==> config.mk <==
export PLATFORM = sky130hd
export DESIGN_NAME = fpg_top
export DESIGN_NICKNAME = d
export VERILOG_FILES = /design/src/fpg_pkg.sv /design/src/fpg_top.sv
export SDC_FILE = /design/constraint.sdc
export NUM_CORES = 1
export LEC_CHECK = 0
export BUFFER_PORTS_ARGS = -buffer_cell sky130_fd_sc_hd__buf_2
export CAP_MARGIN = 20
export CORE_UTILIZATION = 59
export CTS_CLUSTER_SIZE = 12
export DETAILED_ROUTE_END_ITERATION = 10
export PLACE_DENSITY = 0.83
export SYNTH_ARGS = -nofsm -noshare
export SYNTH_HDL_FRONTEND = slang
export SYNTH_SLANG_ARGS = --single-unit
==> constraint.sdc <==
create_clock -name I_CLOCK -period 11.7 [get_ports I_CLOCK]
set_clock_uncertainty 0.1 [all_clocks]
set_input_delay 2.34 -clock I_CLOCK [delete_from_list [all_inputs] [get_ports I_CLOCK]]
set_output_delay 2.34 -clock I_CLOCK [all_outputs]
set_load 0.005 [all_outputs]
==> src/fpg_pkg.sv <==
// Constants, register map and timing of the fan PWM duty generator
package fpg_pkg;
   ////////////////////////////////////////////////////////////////////////
   // Register indices, byte address is four times the index
   localparam logic [7:0] IDX_ENHANCED_CONFIG       = 8'h45;
   localparam logic [7:0] IDX_PWM_RPM_CONFIG        = 8'h4a;
   localparam logic [7:0] IDX_PWM_DUTY_VALUE        = 8'h4c;
   localparam logic [7:0] IDX_PWM_FREQUENCY_SETTING = 8'h4d;
   localparam logic [7:0] IDX_PWM_STATUS            = 8'h4f;
   localparam int         ADDR_W                    = 10;
   ////////////////////////////////////////////////////////////////////////
   // Field positions
   localparam int         HIGH_RES_PWM_ENABLE_BIT   = 4;
   localparam int         PWM_CLOCK_SELECT_BIT      = 3;
   localparam int         STAT_ACTIVE_BIT           = 0;
   localparam int         STAT_HR_MODE_BIT          = 1;
   ////////////////////////////////////////////////////////////////////////
   // Reset values
   localparam logic [7:0] RST_ENHANCED_CONFIG       = 8'h00;
   localparam logic [7:0] RST_PWM_RPM_CONFIG        = 8'h00;
   localparam logic [7:0] RST_PWM_DUTY_VALUE        = 8'h00;
   localparam logic [7:0] RST_PWM_FREQUENCY_SETTING = 8'h00;
   ////////////////////////////////////////////////////////////////////////
   // Mode constants
   localparam logic [4:0] HR_FREQ_SETTING           = 5'h08;
   localparam logic [7:0] HR_FULL_SCALE             = 8'hff;
   localparam logic [4:0] FREQ_ZERO                 = 5'h00;
   localparam logic [4:0] FREQ_ZERO_MAPPED          = 5'h01;
   ////////////////////////////////////////////////////////////////////////
   // Timing
   localparam int         CLK_HZ                    = 50_000_000;
   localparam int         FAST_CLK_HZ               = 360_000;
   localparam int         SLOW_CLK_HZ               = 1_400;
   localparam int         HR_PWM_HZ                 = 22_500;
   localparam int         HR_TICK_HZ                = HR_PWM_HZ * 255;
   localparam int         ACC_W                     = 27;
   localparam int         GAP_W                     = 17;
endpackage

==> src/fpg_top.sv <==
// Fan PWM duty generator with register port and open-drain output
// Function
// - High resolution needs enable, fast clock, eight
// - High resolution: eight duty bits, full scale FF
// - Duty equals value over full scale count
// - Normal full scale is twice frequency field
// - Frequency is clock over twice frequency field
// - Normal mode: six duty bits, five frequency
// - Frequency field zero acts as one
module fpg_top
   import fpg_pkg::*;
#(
   parameter int P_CLK_HZ = CLK_HZ
) (
   // Clock and reset
   input  wire logic              I_CLOCK,
   input  wire logic              I_RESETN,
   // Register port
   input  wire logic [ADDR_W-1:0] I_ADDR,
   input  wire logic [31:0]       I_WDATA,
   input  wire logic              I_WR,
   input  wire logic              I_RD,
   output logic      [31:0]       O_RDATA,
   // Open-drain fan PWM pin
   output logic                   O_PWM_OUT,
   output logic                   O_PWM_OE
);

   ////////////////////////////////////////////////////////////////////////
   // Parameter check
   if (P_CLK_HZ < 2 * HR_TICK_HZ) begin : g_bad_clk
      $error("Clock too slow for the PWM tick rates");
   end

   localparam logic [ACC_W-1:0] CLK_W  = ACC_W'(P_CLK_HZ);
   localparam logic [ACC_W-1:0] INC_HR = ACC_W'(HR_TICK_HZ);
   localparam logic [ACC_W-1:0] INC_FA = ACC_W'(FAST_CLK_HZ);
   localparam logic [ACC_W-1:0] INC_SL = ACC_W'(SLOW_CLK_HZ);

   logic [7:0]       enh_cfg_q;
   logic [7:0]       rpm_cfg_q;
   logic [7:0]       duty_reg_q;
   logic [7:0]       freq_reg_q;
   logic [31:0]      rdata_q;
   logic             hr_mode;
   logic [4:0]       freq_eff;
   logic [7:0]       fs_d;
   logic [7:0]       duty_d;
   logic [7:0]       fs_q;
   logic [7:0]       duty_q;
   logic [7:0]       cnt_q;
   logic [ACC_W-1:0] acc_q;
   logic [ACC_W-1:0] inc;
   logic [ACC_W-1:0] sum;
   logic             tick;
   logic             wrap;
   logic             active;
   logic             oe_q;
   logic             wr_hit;
   logic [7:0]       idx;

   ////////////////////////////////////////////////////////////////////////
   // Register writes
   assign idx    = I_ADDR[9:2];
   assign wr_hit = I_WR && (I_ADDR[1:0] == 2'b00);

   always_ff @(posedge I_CLOCK or negedge I_RESETN) begin
      if (!I_RESETN) begin
         enh_cfg_q  <= RST_ENHANCED_CONFIG;
         rpm_cfg_q  <= RST_PWM_RPM_CONFIG;
         duty_reg_q <= RST_PWM_DUTY_VALUE;
         freq_reg_q <= RST_PWM_FREQUENCY_SETTING;
      end else if (wr_hit) begin
         case (idx)
            IDX_ENHANCED_CONFIG:       enh_cfg_q  <= I_WDATA[7:0];
            IDX_PWM_RPM_CONFIG:        rpm_cfg_q  <= I_WDATA[7:0];
            IDX_PWM_DUTY_VALUE:        duty_reg_q <= I_WDATA[7:0];
            IDX_PWM_FREQUENCY_SETTING: freq_reg_q <= I_WDATA[7:0];
            default: ;
         endcase
      end
   end

   ////////////////////////////////////////////////////////////////////////
   // Register reads, data in the following cycle
   always_ff @(posedge I_CLOCK or negedge I_RESETN) begin
      if (!I_RESETN) begin
         rdata_q <= 32'h0000_0000;
      end else begin
         rdata_q <= 32'h0000_0000;
         if (I_RD && (I_ADDR[1:0] == 2'b00)) begin
            case (idx)
               IDX_ENHANCED_CONFIG:       rdata_q[7:0] <= enh_cfg_q;
               IDX_PWM_RPM_CONFIG:        rdata_q[7:0] <= rpm_cfg_q;
               IDX_PWM_DUTY_VALUE:        rdata_q[7:0] <= duty_reg_q;
               IDX_PWM_FREQUENCY_SETTING: rdata_q[7:0] <= freq_reg_q;
               IDX_PWM_STATUS: begin
                  rdata_q[STAT_ACTIVE_BIT]  <= ~oe_q;
                  rdata_q[STAT_HR_MODE_BIT] <= hr_mode;
               end
               default: ;
            endcase
         end
      end
   end

   assign O_RDATA = rdata_q;

   ////////////////////////////////////////////////////////////////////////
   // Mode and full-scale selection
   assign hr_mode  = enh_cfg_q[HIGH_RES_PWM_ENABLE_BIT] && !rpm_cfg_q[PWM_CLOCK_SELECT_BIT]
                     && (freq_reg_q[4:0] == HR_FREQ_SETTING);
   assign freq_eff = (freq_reg_q[4:0] == FREQ_ZERO) ? FREQ_ZERO_MAPPED : freq_reg_q[4:0];
   assign fs_d     = hr_mode ? HR_FULL_SCALE : {2'b00, freq_eff, 1'b0};
   assign duty_d   = hr_mode ? duty_reg_q : {2'b00, duty_reg_q[5:0]};

   ////////////////////////////////////////////////////////////////////////
   // Fractional divider for the step tick
   always_comb begin
      if (hr_mode) begin
         inc = INC_HR;
      end else if (rpm_cfg_q[PWM_CLOCK_SELECT_BIT]) begin
         inc = INC_SL;
      end else begin
         inc = INC_FA;
      end
   end

   assign sum  = acc_q + inc;
   assign tick = (sum >= CLK_W);

   always_ff @(posedge I_CLOCK or negedge I_RESETN) begin
      if (!I_RESETN) begin
         acc_q <= '0;
      end else if (tick) begin
         acc_q <= sum - CLK_W;
      end else begin
         acc_q <= sum;
      end
   end

   ////////////////////////////////////////////////////////////////////////
   // Period counter, settings taken at each period end
   assign wrap = tick && (cnt_q >= fs_q - 8'h01);

   always_ff @(posedge I_CLOCK or negedge I_RESETN) begin
      if (!I_RESETN) begin
         cnt_q  <= 8'h00;
         fs_q   <= 8'h02;
         duty_q <= 8'h00;
      end else if (wrap) begin
         cnt_q  <= 8'h00;
         fs_q   <= fs_d;
         duty_q <= duty_d;
      end else if (tick) begin
         cnt_q <= cnt_q + 8'h01;
      end
   end

   ////////////////////////////////////////////////////////////////////////
   // Output compare, open-drain released while active
   assign active = (cnt_q < duty_q) || (duty_q >= fs_q);

   always_ff @(posedge I_CLOCK or negedge I_RESETN) begin
      if (!I_RESETN) begin
         oe_q <= 1'b1;
      end else begin
         oe_q <= ~active;
      end
   end

   assign O_PWM_OE  = oe_q;
   assign O_PWM_OUT = 1'b0;

   ////////////////////////////////////////////////////////////////////////
   // Tick spacing helper
   localparam int GAP_HR_LO = P_CLK_HZ / HR_TICK_HZ;
   localparam int GAP_FA_LO = P_CLK_HZ / FAST_CLK_HZ;
   localparam int GAP_SL_LO = P_CLK_HZ / SLOW_CLK_HZ;

   logic [GAP_W-1:0] gap_q;
   logic [ACC_W-1:0] inc_last_q;
   logic             same_q;

   always_ff @(posedge I_CLOCK or negedge I_RESETN) begin
      if (!I_RESETN) begin
         gap_q      <= '0;
         inc_last_q <= '0;
         same_q     <= 1'b0;
      end else begin
         inc_last_q <= inc;
         if (tick) begin
            gap_q  <= '0;
            same_q <= 1'b1;
         end else begin
            gap_q <= (gap_q == {GAP_W{1'b1}}) ? gap_q : gap_q + 1'b1;
            if (inc != inc_last_q) begin
               same_q <= 1'b0;
            end
         end
      end
   end
endmodule

==> qor.yml, run 1 <==
status: "completed"
initial_core_util: 0.6176
worst_pin_slew_ns: 1.067
syn_inst: 625
antenna_found_initial: 0
dieWidth_um: 103.8
die_y_um: 103.8
cpMaxStageDelayCell: "and3_1"
grt_pass1_wl_mm: 23.04
yosys_warnings: 0
via_per_inst: 5.946
report.final.hold_viol_count: 0
ys_types: 81
cts_tree: "built"
coreArea_um2: 9910
crit_chain: "nor3_4, and3_1, ha_1, inv_1, fa_1, nand2b_1, a211o_1, and2_1, xor2_1, ha_1, nand3_1, a21o_1, a41o_1, a311oi_1, or3_1, o221ai_2, nor2b_4, a221oi_4, buf_4, nor2_4, mux2_4"
ys_ff_latch: 88
fin_crit_sh: 0.5205
use_met1: 0.3351
crit_top_cell: "ha_1"
cts.sinks: 88
fmax_ghz: 0.1642
ir_worst_vdd_uv: 225.8
fillCellCount: 787
place_area_um2: 6306
drc: 0
finalCriticalPeriod_ns: 6.090
area_growth_pct: 6.215
grt.total_usage: 0.2632
multi_input_area_um2: 3603
p_per_area_nw_per_um2: 185.3
clkLatencyLatePin_ns: 0.37
drv_cap: 0
slew_violations: 0
crit_buf_inv: 2
regArea_um2: 2205
slew_headroom: 0.2773
drt-initial-drc-count: 217
final_cell_count_no_fill: 796
hold_path.class: "reg -> reg"
drive_above_1_share: 0.1870
ys_seq_area_frac: 0.3603
io_pins: 80
stdcell_area_um2: 6500
finalHoldWorstSlack_ns: 0.4115
grt_util_met3: 0.05223
critPathLaunchType: "flip-flop"
slowest_delay_ns: 0.62
grt_most_used_layer: "met2"
htreeDepth: 3
tns_ns: 0
cts_resized: 0
dieArea_um2: 10780
hold_buffers: 0
met2_usage: 0.4505
clk_pin_slew_ns: 0.10
grt_pass1_vias: 4851
synthArstFlopShare: 1.000
root_buffer: "clkbuf_8"
place.detailed.hpwl_mm: 9.858
mostFrequentLayoutCell: "dfrtp_1"
num_rows: 36
setup_viol: 0
dr.pass1.iters: 5
synthFlopType: "dfrtp_1"
wl_per_cell_um: 16.49
placedCellCount: 780
totalWireLength_mm: 13.12
grt_max_degree: 72
rsz0062_at_grt: "no"
netlist_area_um2: 6120
io_buffers: 30
cts_setup_buffers: 0
diodes: 0
synth-edff-count: 0
antenna_left: 0
avgSynthCellArea_um2: 9.791
critPathCaptureType: "flip-flop"
critPathKind: "reg -> reg"
cts.path.max_buffers: 2
gr-total-overflow: 0
final_cell_mix: "86 x dfrtp_1, 50 x nand2_1, 42 x nor2_1"
path_max_fanout: 27
leakage_uw: 0.002970
tritoncts.num_buffers: 9
critPathArrivalTime_ns: 6.24
crit_family: "simple AND/OR/NAND/NOR gates"
routabilityCongestion: 0.9140
cp_data_required_time_ns: 11.85
layout.nets: 745
vias: 4733
## state kept, by name, indices dropped and copies added, names as in the netlist
register / count
O_PWM_OE: 1
O_RDATA: 8
acc_q: 25
cnt_q: 8
duty_q: 8
duty_reg_q: 8
enh_cfg_q: 8
freq_reg_q: 8
fs_q: 6
rpm_cfg_q: 8
## metrics by stage
| stage | util | worst slack [ns] | power [uW] |
|---|---|---|---|
| after floorplan | - | 6.548 | 869.9 |
| after global routing | 0.6559 | 5.229 | 1294 |
| after detailed placement | 0.6364 | 5.650 | 990.1 |
| final | 0.6559 | 5.610 | 1205 |
| after CTS | 0.6559 | 5.635 | 1201 |
| after global placement | 0.6364 | 5.860 | 956.3 |
## final cells by class
class                           count  area share
Sequential cell                    88      0.3392
Inverter                           39     0.02291
Tap cell                          133     0.02560
Timing Repair Buffer               34     0.02810
Clock buffer                        9     0.01906
Multi-Input combinational cell    486      0.5544
Clock inverter                      7     0.01078
## metal layers
| layer | part of all wire | vias to the layer above |
|---|---|---|
| met5 | 0 | - |
| met2 | 0.50 | 136 |
| li1 | - | 2260 |
| met4 | 0.017 | 0 |
| met3 | 0.053 | 23 |
| met1 | 0.43 | 2314 |
## power breakdown
part | internal (uW) | switching (uW) | leakage [uW] | total [uW]
Sequential | 347 | 42.7 | 0.00117 | 390
Combinational | 239 | 367 | 0.00171 | 605
Clock | 83.6 | 126 | 0.0000959 | 209
Total | 669 | 535 | 0.00297 | 1200
## synthesized netlist by cell type (3+ instances only)
master	instances	area [um^2]
nand2b_1	11	68.82
o21ai_0	18	90.09
nor2b_1	13	81.33
xnor2_1	25	219.0
nand3_1	15	75.07
a31oi_1	7	43.79
nor4b_1	3	26.28
o21a_1	7	52.55
a222oi_1	3	30.03
a211oi_2	3	37.54
clkbuf_1	5	18.77
buf_2	4	20.02
o211ai_1	8	60.06
or3_1	3	18.77
o22ai_1	7	43.79
mux2_2	39	439.2
nor2_1	42	157.7
nand4_1	5	31.28
buf_4	25	187.7
mux2i_1	15	150.1
mux2_4	3	45.04
dfrtp_1	86	2152
nand2_1	50	187.7
and2_1	5	31.28
ha_1	40	500.5
a21oi_1	39	195.2
a21o_1	11	82.58
nor3_1	11	55.05
a211oi_1	5	37.54
xor2_1	13	113.9
inv_1	38	142.6
and3_1	6	37.54
## path summary, 6_finish.rpt
path	start	endpoint	slack [ns]	cells past startpoint
setup / recovery	freq_reg_q[4]$_DFFE_PN0P_	duty_q[3]$_DFFE_PN0P_	5.61	21
hold / removal	enh_cfg_q[0]$_DFFE_PN0P_	enh_cfg_q[0]$_DFFE_PN0P_	0.41	1
setup reg to reg	freq_reg_q[4]$_DFFE_PN0P_	duty_q[3]$_DFFE_PN0P_	5.61	21
hold reg to reg	enh_cfg_q[0]$_DFFE_PN0P_	enh_cfg_q[0]$_DFFE_PN0P_	0.41	1
max in group asynchronous	I_RESETN	acc_q[18]$_DFF_PN0_	8.62	2
min in group asynchronous	I_RESETN	duty_q[5]$_DFFE_PN0P_	1.72	1
## kinds of logic (layout without fill, tap and decap cells)
kind of cell    count (synthesis)  after routing  share of synthesized area
mux                            57             57                     0.1037
simple gates                  181            181                     0.1570
fa+ha+maj                      42             42                    0.08689
buf+inv                        75             89                    0.06563
flops                          88             88                     0.3603
compound gates                140            140                     0.1636
other cells                     1             25                  0.0006128
xor+xnor                       41             41                    0.06236
(Power assumes the default switching activity.)
==> run 2, diff against run 1 <==
--- a/config.mk
+++ b/config.mk
@@ -5,6 +5,7 @@
 export SDC_FILE = /design/constraint.sdc
 export NUM_CORES = 1
 export LEC_CHECK = 0
+export ABC_AREA = 1
 export BUFFER_PORTS_ARGS = -buffer_cell sky130_fd_sc_hd__buf_2
 export CAP_MARGIN = 20
 export CORE_UTILIZATION = 59
==> constraint.sdc (replaced) <==
create_clock -name I_CLOCK -period 5.64 [get_ports I_CLOCK]
set_clock_uncertainty 0.1 [all_clocks]
set_input_delay 1.128 -clock I_CLOCK [delete_from_list [all_inputs] [get_ports I_CLOCK]]
set_output_delay 1.128 -clock I_CLOCK [all_outputs]
set_load 0.005 [all_outputs]
==> run 2 against run 1 <==
  * Sequential power increased by 110%
  * Core utilization decreased by 0.26 points
  * Critical path depth increased by 1
  * Global-route usage increased by 0.72 points
  * Clock-buffer cell count increased by 1
  * Setup slack got worse by 4.7 ns
  * Synthesized cell count increased by 41%
  * Largest cell class unchanged
  * Design area increased by 4.7%
  * Critical path type unchanged
  * Routed wire length increased by 7.2%
  * First-iteration DRC count increased by 71%
==> qor.yml, run 2 <==
status: "completed"  # unchanged
rr_startpoint: "rpm_cfg_q[3]$_DFFE_PN0P_"  # was freq_reg_q[4]$_DFFE_PN0P_
coreArea_um2: 10420  # was 9910 um^2
ys_ff_latch: 88  # unchanged
syn_inst: 884  # was 625
crit_top_cell: "nand2_1"  # was ha_1
finalCriticalPeriod_ns: 4.729  # was 6.090 ns
critPathCaptureType: "flip-flop"  # unchanged
place_ws_ns: 0.9719  # was 5.650 ns
grt_pass1_wl_mm: 24.13  # was 23.04 mm
ys_types: 52  # was 81
cp_data_required_time_ns: 5.81  # was 11.85 ns
dieWidth_um: 106.3  # was 103.8 um
cts_resized: 0  # unchanged
fillCellCount: 929  # was 787
grt_max_degree: 75  # was 72
routabilityCongestion: 0.9550  # was 0.9140
critPathLaunchType: "flip-flop"  # unchanged
diodes: 0  # unchanged
critPathArrivalTime_ns: 4.90  # was 6.24 ns
drive_above_1_share: 0.1064  # was 0.1870
grt.total_usage: 0.2704  # was 0.2632
largest_reg_flops: 25  # unchanged
initial_core_util: 0.6166  # was 0.6176
regArea_um2: 2205  # unchanged
yosys_warnings: 0  # unchanged
netlist_area_um2: 6422  # was 6120 um^2
synth-edff-count: 0  # unchanged
grt_pass1_vias: 5304  # was 4851
top_register: "acc_q"  # unchanged
antenna_found_initial: 0  # unchanged
cts_setup_buffers: 0  # unchanged
slew_violations: 0  # unchanged
path_max_fanout: 29  # was 27
cts.path.max_buffers: 2  # unchanged
place.detailed.hpwl_mm: 10.37  # was 9.858 mm
crit_family: "simple AND/OR/NAND/NOR gates"  # unchanged
dr.pass1.iters: 5  # unchanged
area_growth_pct: 5.961  # was 6.215%
ff2ff_setup_slack_ns: 0.91  # was 5.61 ns
root_buffer: "clkbuf_8"  # unchanged
yosys.area.top_type_share: 0.3351  # was 0.3517
layout.nets: 1003  # was 745
worst_setup_path_endpoint: "acc_q[19]$_DFF_PN0_"  # was duty_q[3]$_DFFE_PN0P_
setup_ws_ns: 0.9112  # was 5.610 ns
final_cell_mix: "270 x nand2_1, 105 x inv_1, 86 x dfrtp_1"  # was 86 x dfrtp_1, 50 x nand2_1, 42 x nor2_1
io_pins: 80  # unchanged
drc: 0  # unchanged
rsz0062_at_grt: "no"  # unchanged
io_buffers: 30  # unchanged
leakage_uw: 0.003539  # was 0.002970 uW
yosys.area.top_type: "dfrtp_1"  # unchanged
drt-initial-drc-count: 372  # was 217
synth.most_common_cell: "nand2_1"  # was dfrtp_1
cts_tree: "built"  # unchanged
avgSynthCellArea_um2: 7.265  # was 9.791 um^2
fin_crit_sh: 0.8384  # was 0.5205
multi_input_area_um2: 3585  # was 3603 um^2
crit_start: "rpm_cfg_q[3]$_DFFE_PN0P_"  # was freq_reg_q[4]$_DFFE_PN0P_
htreeDepth: 3  # unchanged
cpMaxStageDelayCell: "dfrtp_1"  # was and3_1
report.final.hold_viol_count: 0  # unchanged
reg2reg_to: "acc_q[19]$_DFF_PN0_"  # was duty_q[3]$_DFFE_PN0P_
synthTopCellsByArea: "dfrtp_1 34%, nand2_1 16%, ha_1 7.8%"  # was dfrtp_1 35%, ha_1 8.2%, mux2_2 7.2%
die_y_um: 106.3  # was 103.8 um
crit_buf_inv: 3  # was 2
cp.depth: 22  # was 21
clk_pin_slew_ns: 0.09  # was 0.10 ns
drv_cap: 0  # unchanged
hold_path.class: "reg -> reg"  # unchanged
slowest_delay_ns: 0.52  # was 0.62 ns
cts.sinks: 88  # unchanged
totalWireLength_mm: 14.07  # was 13.12 mm
via_per_inst: 5.429  # was 5.946
ir_worst_vdd_uv: 271.1  # was 225.8 uV
wl_per_cell_um: 13.31  # was 16.49 um
p_per_area_nw_per_um2: 410.6  # was 185.3 nW/um^2
crit_chain: "inv_4, nand3_4, nor2_4, ha_1, inv_1, fa_1, o21ai_2, nand2_1, nand2_1, nand2_1, nand2_1, xor2_1, o21ai_1, nor2_2, nand3_1, nand2_2, nand3_2, nand3_2, buf_4, nand2_1, nand2_1, nand2_1"  # was nor3_4, and3_1, ha_1, inv_1, fa_1, nand2b_1, a211o_1, and2_1, xor2_1, ha_1, nand3_1, a21o_1, a41o_1, a311oi_1, or3_1, o221ai_2, nor2b_4, a221oi_4, buf_4, nor2_4, mux2_4
setup_viol: 0  # unchanged
antenna_left: 0  # unchanged
num_rows: 37  # was 36
synthArstFlopShare: 1.000  # unchanged
rr_worst_depth: 22  # was 21
tns_ns: 0  # unchanged
worst_pin_slew_ns: 1.002  # was 1.067 ns
gr-total-overflow: 0  # unchanged
yosys-top-cells-count: "270 x nand2_1, 105 x inv_1, 86 x dfrtp_1"  # was 86 x dfrtp_1, 50 x nand2_1, 42 x nor2_1
clkLatencyLatePin_ns: 0.37  # about the same
synthFlopType: "dfrtp_1"  # unchanged
ys_seq_area_frac: 0.3433  # was 0.3603
hold_buffers: 0  # unchanged
fmax_ghz: 0.2115  # was 0.1642 GHz
dieArea_um2: 11310  # was 10780 um^2
mostFrequentLayoutCell: "nand2_1"  # was dfrtp_1
min-delay-start: "fs_q[1]$_DFFE_PN1P_"  # was enh_cfg_q[0]$_DFFE_PN0P_
tritoncts.num_buffers: 9  # unchanged
slew_headroom: 0.3266  # was 0.2773
critPathKind: "reg -> reg"  # unchanged
vias: 5738  # was 4733
==> run 2: worst min path at each step <==
stage | cells after the start | endpoint
finish | 2 | fs_q[1]$_DFFE_PN1P_
global route | 1 | acc_q[2]$_DFF_PN0_
CTS | 2 | fs_q[1]$_DFFE_PN1P_
detailed placement | 2 | fs_q[1]$_DFFE_PN1P_
global placement | 2 | fs_q[1]$_DFFE_PN1P_
floorplan | 2 | fs_q[1]$_DFFE_PN1P_
==> run 2: logic make-up (layout without fill, tap and decap cells) <==
| family | Yosys count | count (layout) | synth area share |
|---|---|---|---|
| other | 1 | 25 | 0.0005839 |
| and+or+nand+nor | 469 | 469 | 0.3273 |
| adders and majority gates | 41 | 41 | 0.08104 |
| AOI/OAI and AO/OA | 110 | 110 | 0.1025 |
| buffers and inverters | 151 | 164 | 0.1126 |
| DFF | 88 | 88 | 0.3433 |
| xor gates and xnor gates | 24 | 24 | 0.03273 |
==> run 2: worst register-to-register path, cell delays in order (launching register included) <==
cell,delay (ns)
dfrtp_1,0.52
inv_4,0.21
nand3_4,0.12
nor2_4,0.29
ha_1,0.25
inv_1,0.06
fa_1,0.42
o21ai_2,0.27
nand2_1,0.10
nand2_1,0.14
nand2_1,0.06
nand2_1,0.10
xor2_1,0.33
o21ai_1,0.20
nor2_2,0.22
nand3_1,0.12
nand2_2,0.12
nand3_2,0.08
nand3_2,0.31
buf_4,0.37
nand2_1,0.10
nand2_1,0.07
nand2_1,0.06
==> run 2: layout make-up <==
type	instances	share of cell area
Tap cell	136	0.02500
Sequential cell	88	0.3240
Timing Repair Buffer	36	0.02905
Inverter	112	0.06214
Multi-Input combinational cell	669	0.5268
Clock inverter	6	0.01434
Clock buffer	10	0.01875
==> run 2: power by group <==
part	total, uW	switching [uW]	internal, uW
clock	509	251	258
combinational	1470	991	478
sequential	816	84.2	732
total	2790	1330	1470
==> run 2: per-layer routing <==
metal  vias up  part of all wire  global-route usage
met5         -                 0                   0
met4         0             0.021              0.1022
met3        27             0.042             0.03740
met2       142              0.47              0.4476
met1      2675              0.47              0.3596
li1       2894                 -                   -
==> run 2: per-stage QoR <==
| stage | cell area, um^2 | std cells | power (uW) | util | hold slack (ns) |
|---|---|---|---|---|---|
| after floorplan | 6513 | 908 | 2047 | - | 0.3429 |
| after global placement | 6580 | 1041 | 2242 | 0.6317 | 0.3571 |
| after detailed placement | 6580 | 1041 | 2275 | 0.6317 | 0.3596 |
| after CTS | 6805 | 1057 | 2786 | 0.6533 | 0.3735 |
| after global routing | 6805 | 1057 | 3058 | 0.6533 | 0.4218 |
| final | 6805 | 1057 | 2794 | 0.6533 | 0.3745 |
==> run 3, diff against run 2 <==
--- a/config.mk
+++ b/config.mk
@@ -8,10 +8,10 @@
 export ABC_AREA = 1
 export BUFFER_PORTS_ARGS = -buffer_cell sky130_fd_sc_hd__buf_2
 export CAP_MARGIN = 20
-export CORE_UTILIZATION = 59
+export CORE_UTILIZATION = 54
 export CTS_CLUSTER_SIZE = 12
 export DETAILED_ROUTE_END_ITERATION = 10
-export PLACE_DENSITY = 0.83
+export PLACE_DENSITY = 0.8
 export SYNTH_ARGS = -nofsm -noshare
 export SYNTH_HDL_FRONTEND = slang
 export SYNTH_SLANG_ARGS = --single-unit
==> constraint.sdc (replaced) <==
create_clock -name I_CLOCK -period 4.22 [get_ports I_CLOCK]
set_clock_uncertainty 0.1 [all_clocks]
set_input_delay 0.844 -clock I_CLOCK [delete_from_list [all_inputs] [get_ports I_CLOCK]]
set_output_delay 0.844 -clock I_CLOCK [all_outputs]
set_load 0.005 [all_outputs]
==> run 3 against run 2 <==
  * The flow now finishes with violations (design-rule violations)
  * Global-route usage decreased by 2.1 points
  * Power is 42% higher
  * Sequential share of layout area shrank 1.0 points
  * Fmax is 22% higher
  * Via count is 0.54% higher
  * Die area up 9.1%
  * Routed wire length is 3.1% higher
  * Core utilization decreased by 4.3 points
  * Critical endpoint is now duty_q[0]$_DFFE_PN0P_
  * Largest cell class unchanged
==> qor.yml, run 3 (same netlist as run 2, synthesis figures left out) <==
status: "finished, violations left"  # was completed
fin_crit_sh: 0.9172  # was 0.8384
dieArea_um2: 12330  # was 11310 um^2
grt_pass1_wl_mm: 24.83  # was 24.13 mm
wl_met3_um: 762  # was 585 um
finalHoldWorstSlack_ns: 0.3882  # was 0.3745 ns
slew_violations: 0  # unchanged
rr_startpoint: "freq_reg_q[0]$_DFFE_PN0P_"  # was rpm_cfg_q[3]$_DFFE_PN0P_
die_y_um: 111.1  # was 106.3 um
clk_pin_slew_ns: 0.07  # was 0.09 ns
hold_path.class: "reg -> reg"  # unchanged
p_per_area_nw_per_um2: 565.7  # was 410.6 nW/um^2
tritoncts.num_buffers: 9  # unchanged
dieWidth_um: 111.1  # was 106.3 um
num_rows: 39  # was 37
layout.nets: 1016  # was 1003
ff2ff_setup_slack_ns: 0.35  # was 0.91 ns
gr-total-overflow: 0  # unchanged
slew_headroom: 0.4306  # was 0.3266
p_clk_frac: 0.209  # was 0.182
report.final.hold_viol_count: 0  # unchanged
cp_data_required_time_ns: 4.36  # was 5.81 ns
totalWireLength_mm: 14.50  # was 14.07 mm
wl_per_cell_um: 13.47  # was 13.31 um
place.detailed.hpwl_mm: 10.73  # was 10.37 mm
p_seq_frac: 0.274  # was 0.292
holdPathEnd: "freq_reg_q[7]$_DFFE_PN0P_"  # was fs_q[1]$_DFFE_PN1P_
rr_worst_depth: 23  # was 22
path_max_fanout: 13  # was 29
violations: "design-rule violations"
io_buffers: 30  # unchanged
reg2reg_to: "duty_q[0]$_DFFE_PN0P_"  # was acc_q[19]$_DFF_PN0_
min-delay-start: "freq_reg_q[7]$_DFFE_PN0P_"  # was fs_q[1]$_DFFE_PN1P_
top_register: "acc_q"  # unchanged
drt-initial-drc-count: 365  # was 372
cts_tree: "built"  # unchanged
cts.sinks: 88  # unchanged
drv_cap: 0  # unchanged
dr.pass1.iters: 8  # was 5
fmax_ghz: 0.2584  # was 0.2115 GHz
io_pins: 80  # unchanged
antenna_found_initial: 0  # unchanged
antenna_left: 0  # unchanged
initial_core_util: 0.5577  # was 0.6166
worst_pin_slew_ns: 0.8541  # was 1.002 ns
comb_power_share: 0.517  # was 0.526
drive_above_1_share: 0.1210  # was 0.1064
hold_depth: 2  # unchanged
critPathArrivalTime_ns: 4.01  # was 4.90 ns
grt.total_usage: 0.2490  # was 0.2704
area_growth_pct: 9.507  # was 5.961%
coreArea_um2: 11520  # was 10420 um^2
largest_reg_flops: 25  # unchanged
setup_ws_ns: 0.3495  # was 0.9112 ns
p_sw_uw: 1834  # was 1326 uW
leakage_uw: 0.003663  # was 0.003539 uW
ir_worst_vdd_uv: 360.7  # was 271.1 uV
wl_met2_mm: 6.741  # was 6.604 mm
root_buffer: "clkbuf_16"  # was clkbuf_8
clkLatencyLatePin_ns: 0.35  # was 0.37 ns
grt_pass1_vias: 5360  # was 5304
via_per_inst: 5.357  # was 5.429
grt_max_degree: 67  # was 75
top_layer: "met4"  # unchanged
p_sw_frac: 0.4609  # was 0.4746
routabilityCongestion: 0.9170  # was 0.9550
drc: 3  # was 0
critPathCaptureType: "flip-flop"  # unchanged
utilization: 0.6107  # was 0.6533
place_ws_ns: 0.1577  # was 0.9719 ns
critPathKind: "reg -> reg"  # unchanged
htreeDepth: 3  # unchanged
critPathLaunchType: "flip-flop"  # unchanged
diodes: 0  # unchanged
final_cell_mix: "269 x nand2_1, 105 x inv_1, 86 x dfrtp_1"  # was 270 x nand2_1, 105 x inv_1, 86 x dfrtp_1
drt-met1-wl_mm: 6.596  # was 6.579 mm
cts.path.max_buffers: 2  # unchanged
vias: 5769  # was 5738
setup_viol: 0  # unchanged
mostFrequentLayoutCell: "nand2_1"  # unchanged
finalCriticalPeriod_ns: 3.871  # was 4.729 ns
p_int_uw: 2145  # was 1468 uW
[run 3: cell types whose count changed in the layout (fill, tap and decap cells not counted), moves of 3 or more]
cell and delta:
clkbuf_16 +9, clkbuf_8 -9, buf_4 +12, clkinv_4 +3
[run 3: power by group through the flow]
stage / combinational [uW] / sequential, uW / clock (uW)
final: 2060 / 1090 / 831
after global routing: 2350 / 1100 / 873
after global placement: 1950 / 1100 / 0
after detailed placement: 2010 / 1100 / 0
after floorplan: 1670 / 1060 / 0
after CTS: 2020 / 1090 / 840
[run 3: layout make-up]
type,count,area (um^2)
well taps,143,178.9
inverters,112,427.9
flip-flops and latches,88,2205
multi-input cells,669,3611
clock buffers,10,229.0
repair buffers,49,307.8
clock inverters,6,73.82
fillers,1037,4483
[run 3: routing by layer]
metal  global-route usage  vias to the layer above
met5                    0                        -
met4              0.09640                        0
met3              0.03663                       41
met2               0.4055                      173
met1               0.3359                     2634
li1                     -                     2921
[run 3: per-stage QoR]
| step | area (um^2) | power (uW) | setup TNS [ns] | std cells |
|---|---|---|---|---|
| 2_1_floorplan | 6513 | 2736 | 0 | 908 |
| 3_3_place_gp | 6654 | 3056 | 0 | 1055 |
| 3_5_place_dp | 6654 | 3111 | 0 | 1055 |
| 4_1_cts | 6957 | 3947 | 0 | 1071 |
| 5_1_grt | 7033 | 4322 | -0.00009326 | 1077 |
| 6_report | 7033 | 3979 | 0 | 1077 |
[run 3: worst max-delay path, cell delays in order, from the launching register on]
cell     delay, ns
dfrtp_1       0.42
nor2_1        0.15
nand2_2       0.11
nor2_4        0.15
ha_1          0.21
inv_1         0.07
fa_1          0.45
o21ai_4       0.20
nand2_1       0.09
nand2_1       0.12
nand2_1       0.06
nand2_1       0.10
nand3_1       0.11
nand2_1       0.12
nand2_1       0.11
nand2_2       0.11
nand3_2       0.08
nand2_2       0.13
inv_1         0.09
a21oi_2       0.19
nand3_4       0.17
buf_4         0.23
nand3_1       0.11
nand2_1       0.06
[run 3: what timing repair did]
action                     4_1_cts  5_1_grt
gates resized for setup          0        8
hold endpoints to repair         0        0
buffers inserted                 0        6
hold buffers                     0        0
setup endpoints to repair        0       42
[run 3: worst max-delay path by stage]
stage / start / endpoint
floorplan: rpm_cfg_q[3]$_DFFE_PN0P_ / acc_q[22]$_DFF_PN0_
global placement: rpm_cfg_q[3]$_DFFE_PN0P_ / duty_q[0]$_DFFE_PN0P_
detailed placement: rpm_cfg_q[3]$_DFFE_PN0P_ / fs_q[4]$_DFFE_PN0P_
CTS: rpm_cfg_q[3]$_DFFE_PN0P_ / fs_q[4]$_DFFE_PN0P_
global route: rpm_cfg_q[3]$_DFFE_PN0P_ / acc_q[19]$_DFF_PN0_
finish: freq_reg_q[0]$_DFFE_PN0P_ / duty_q[0]$_DFFE_PN0P_
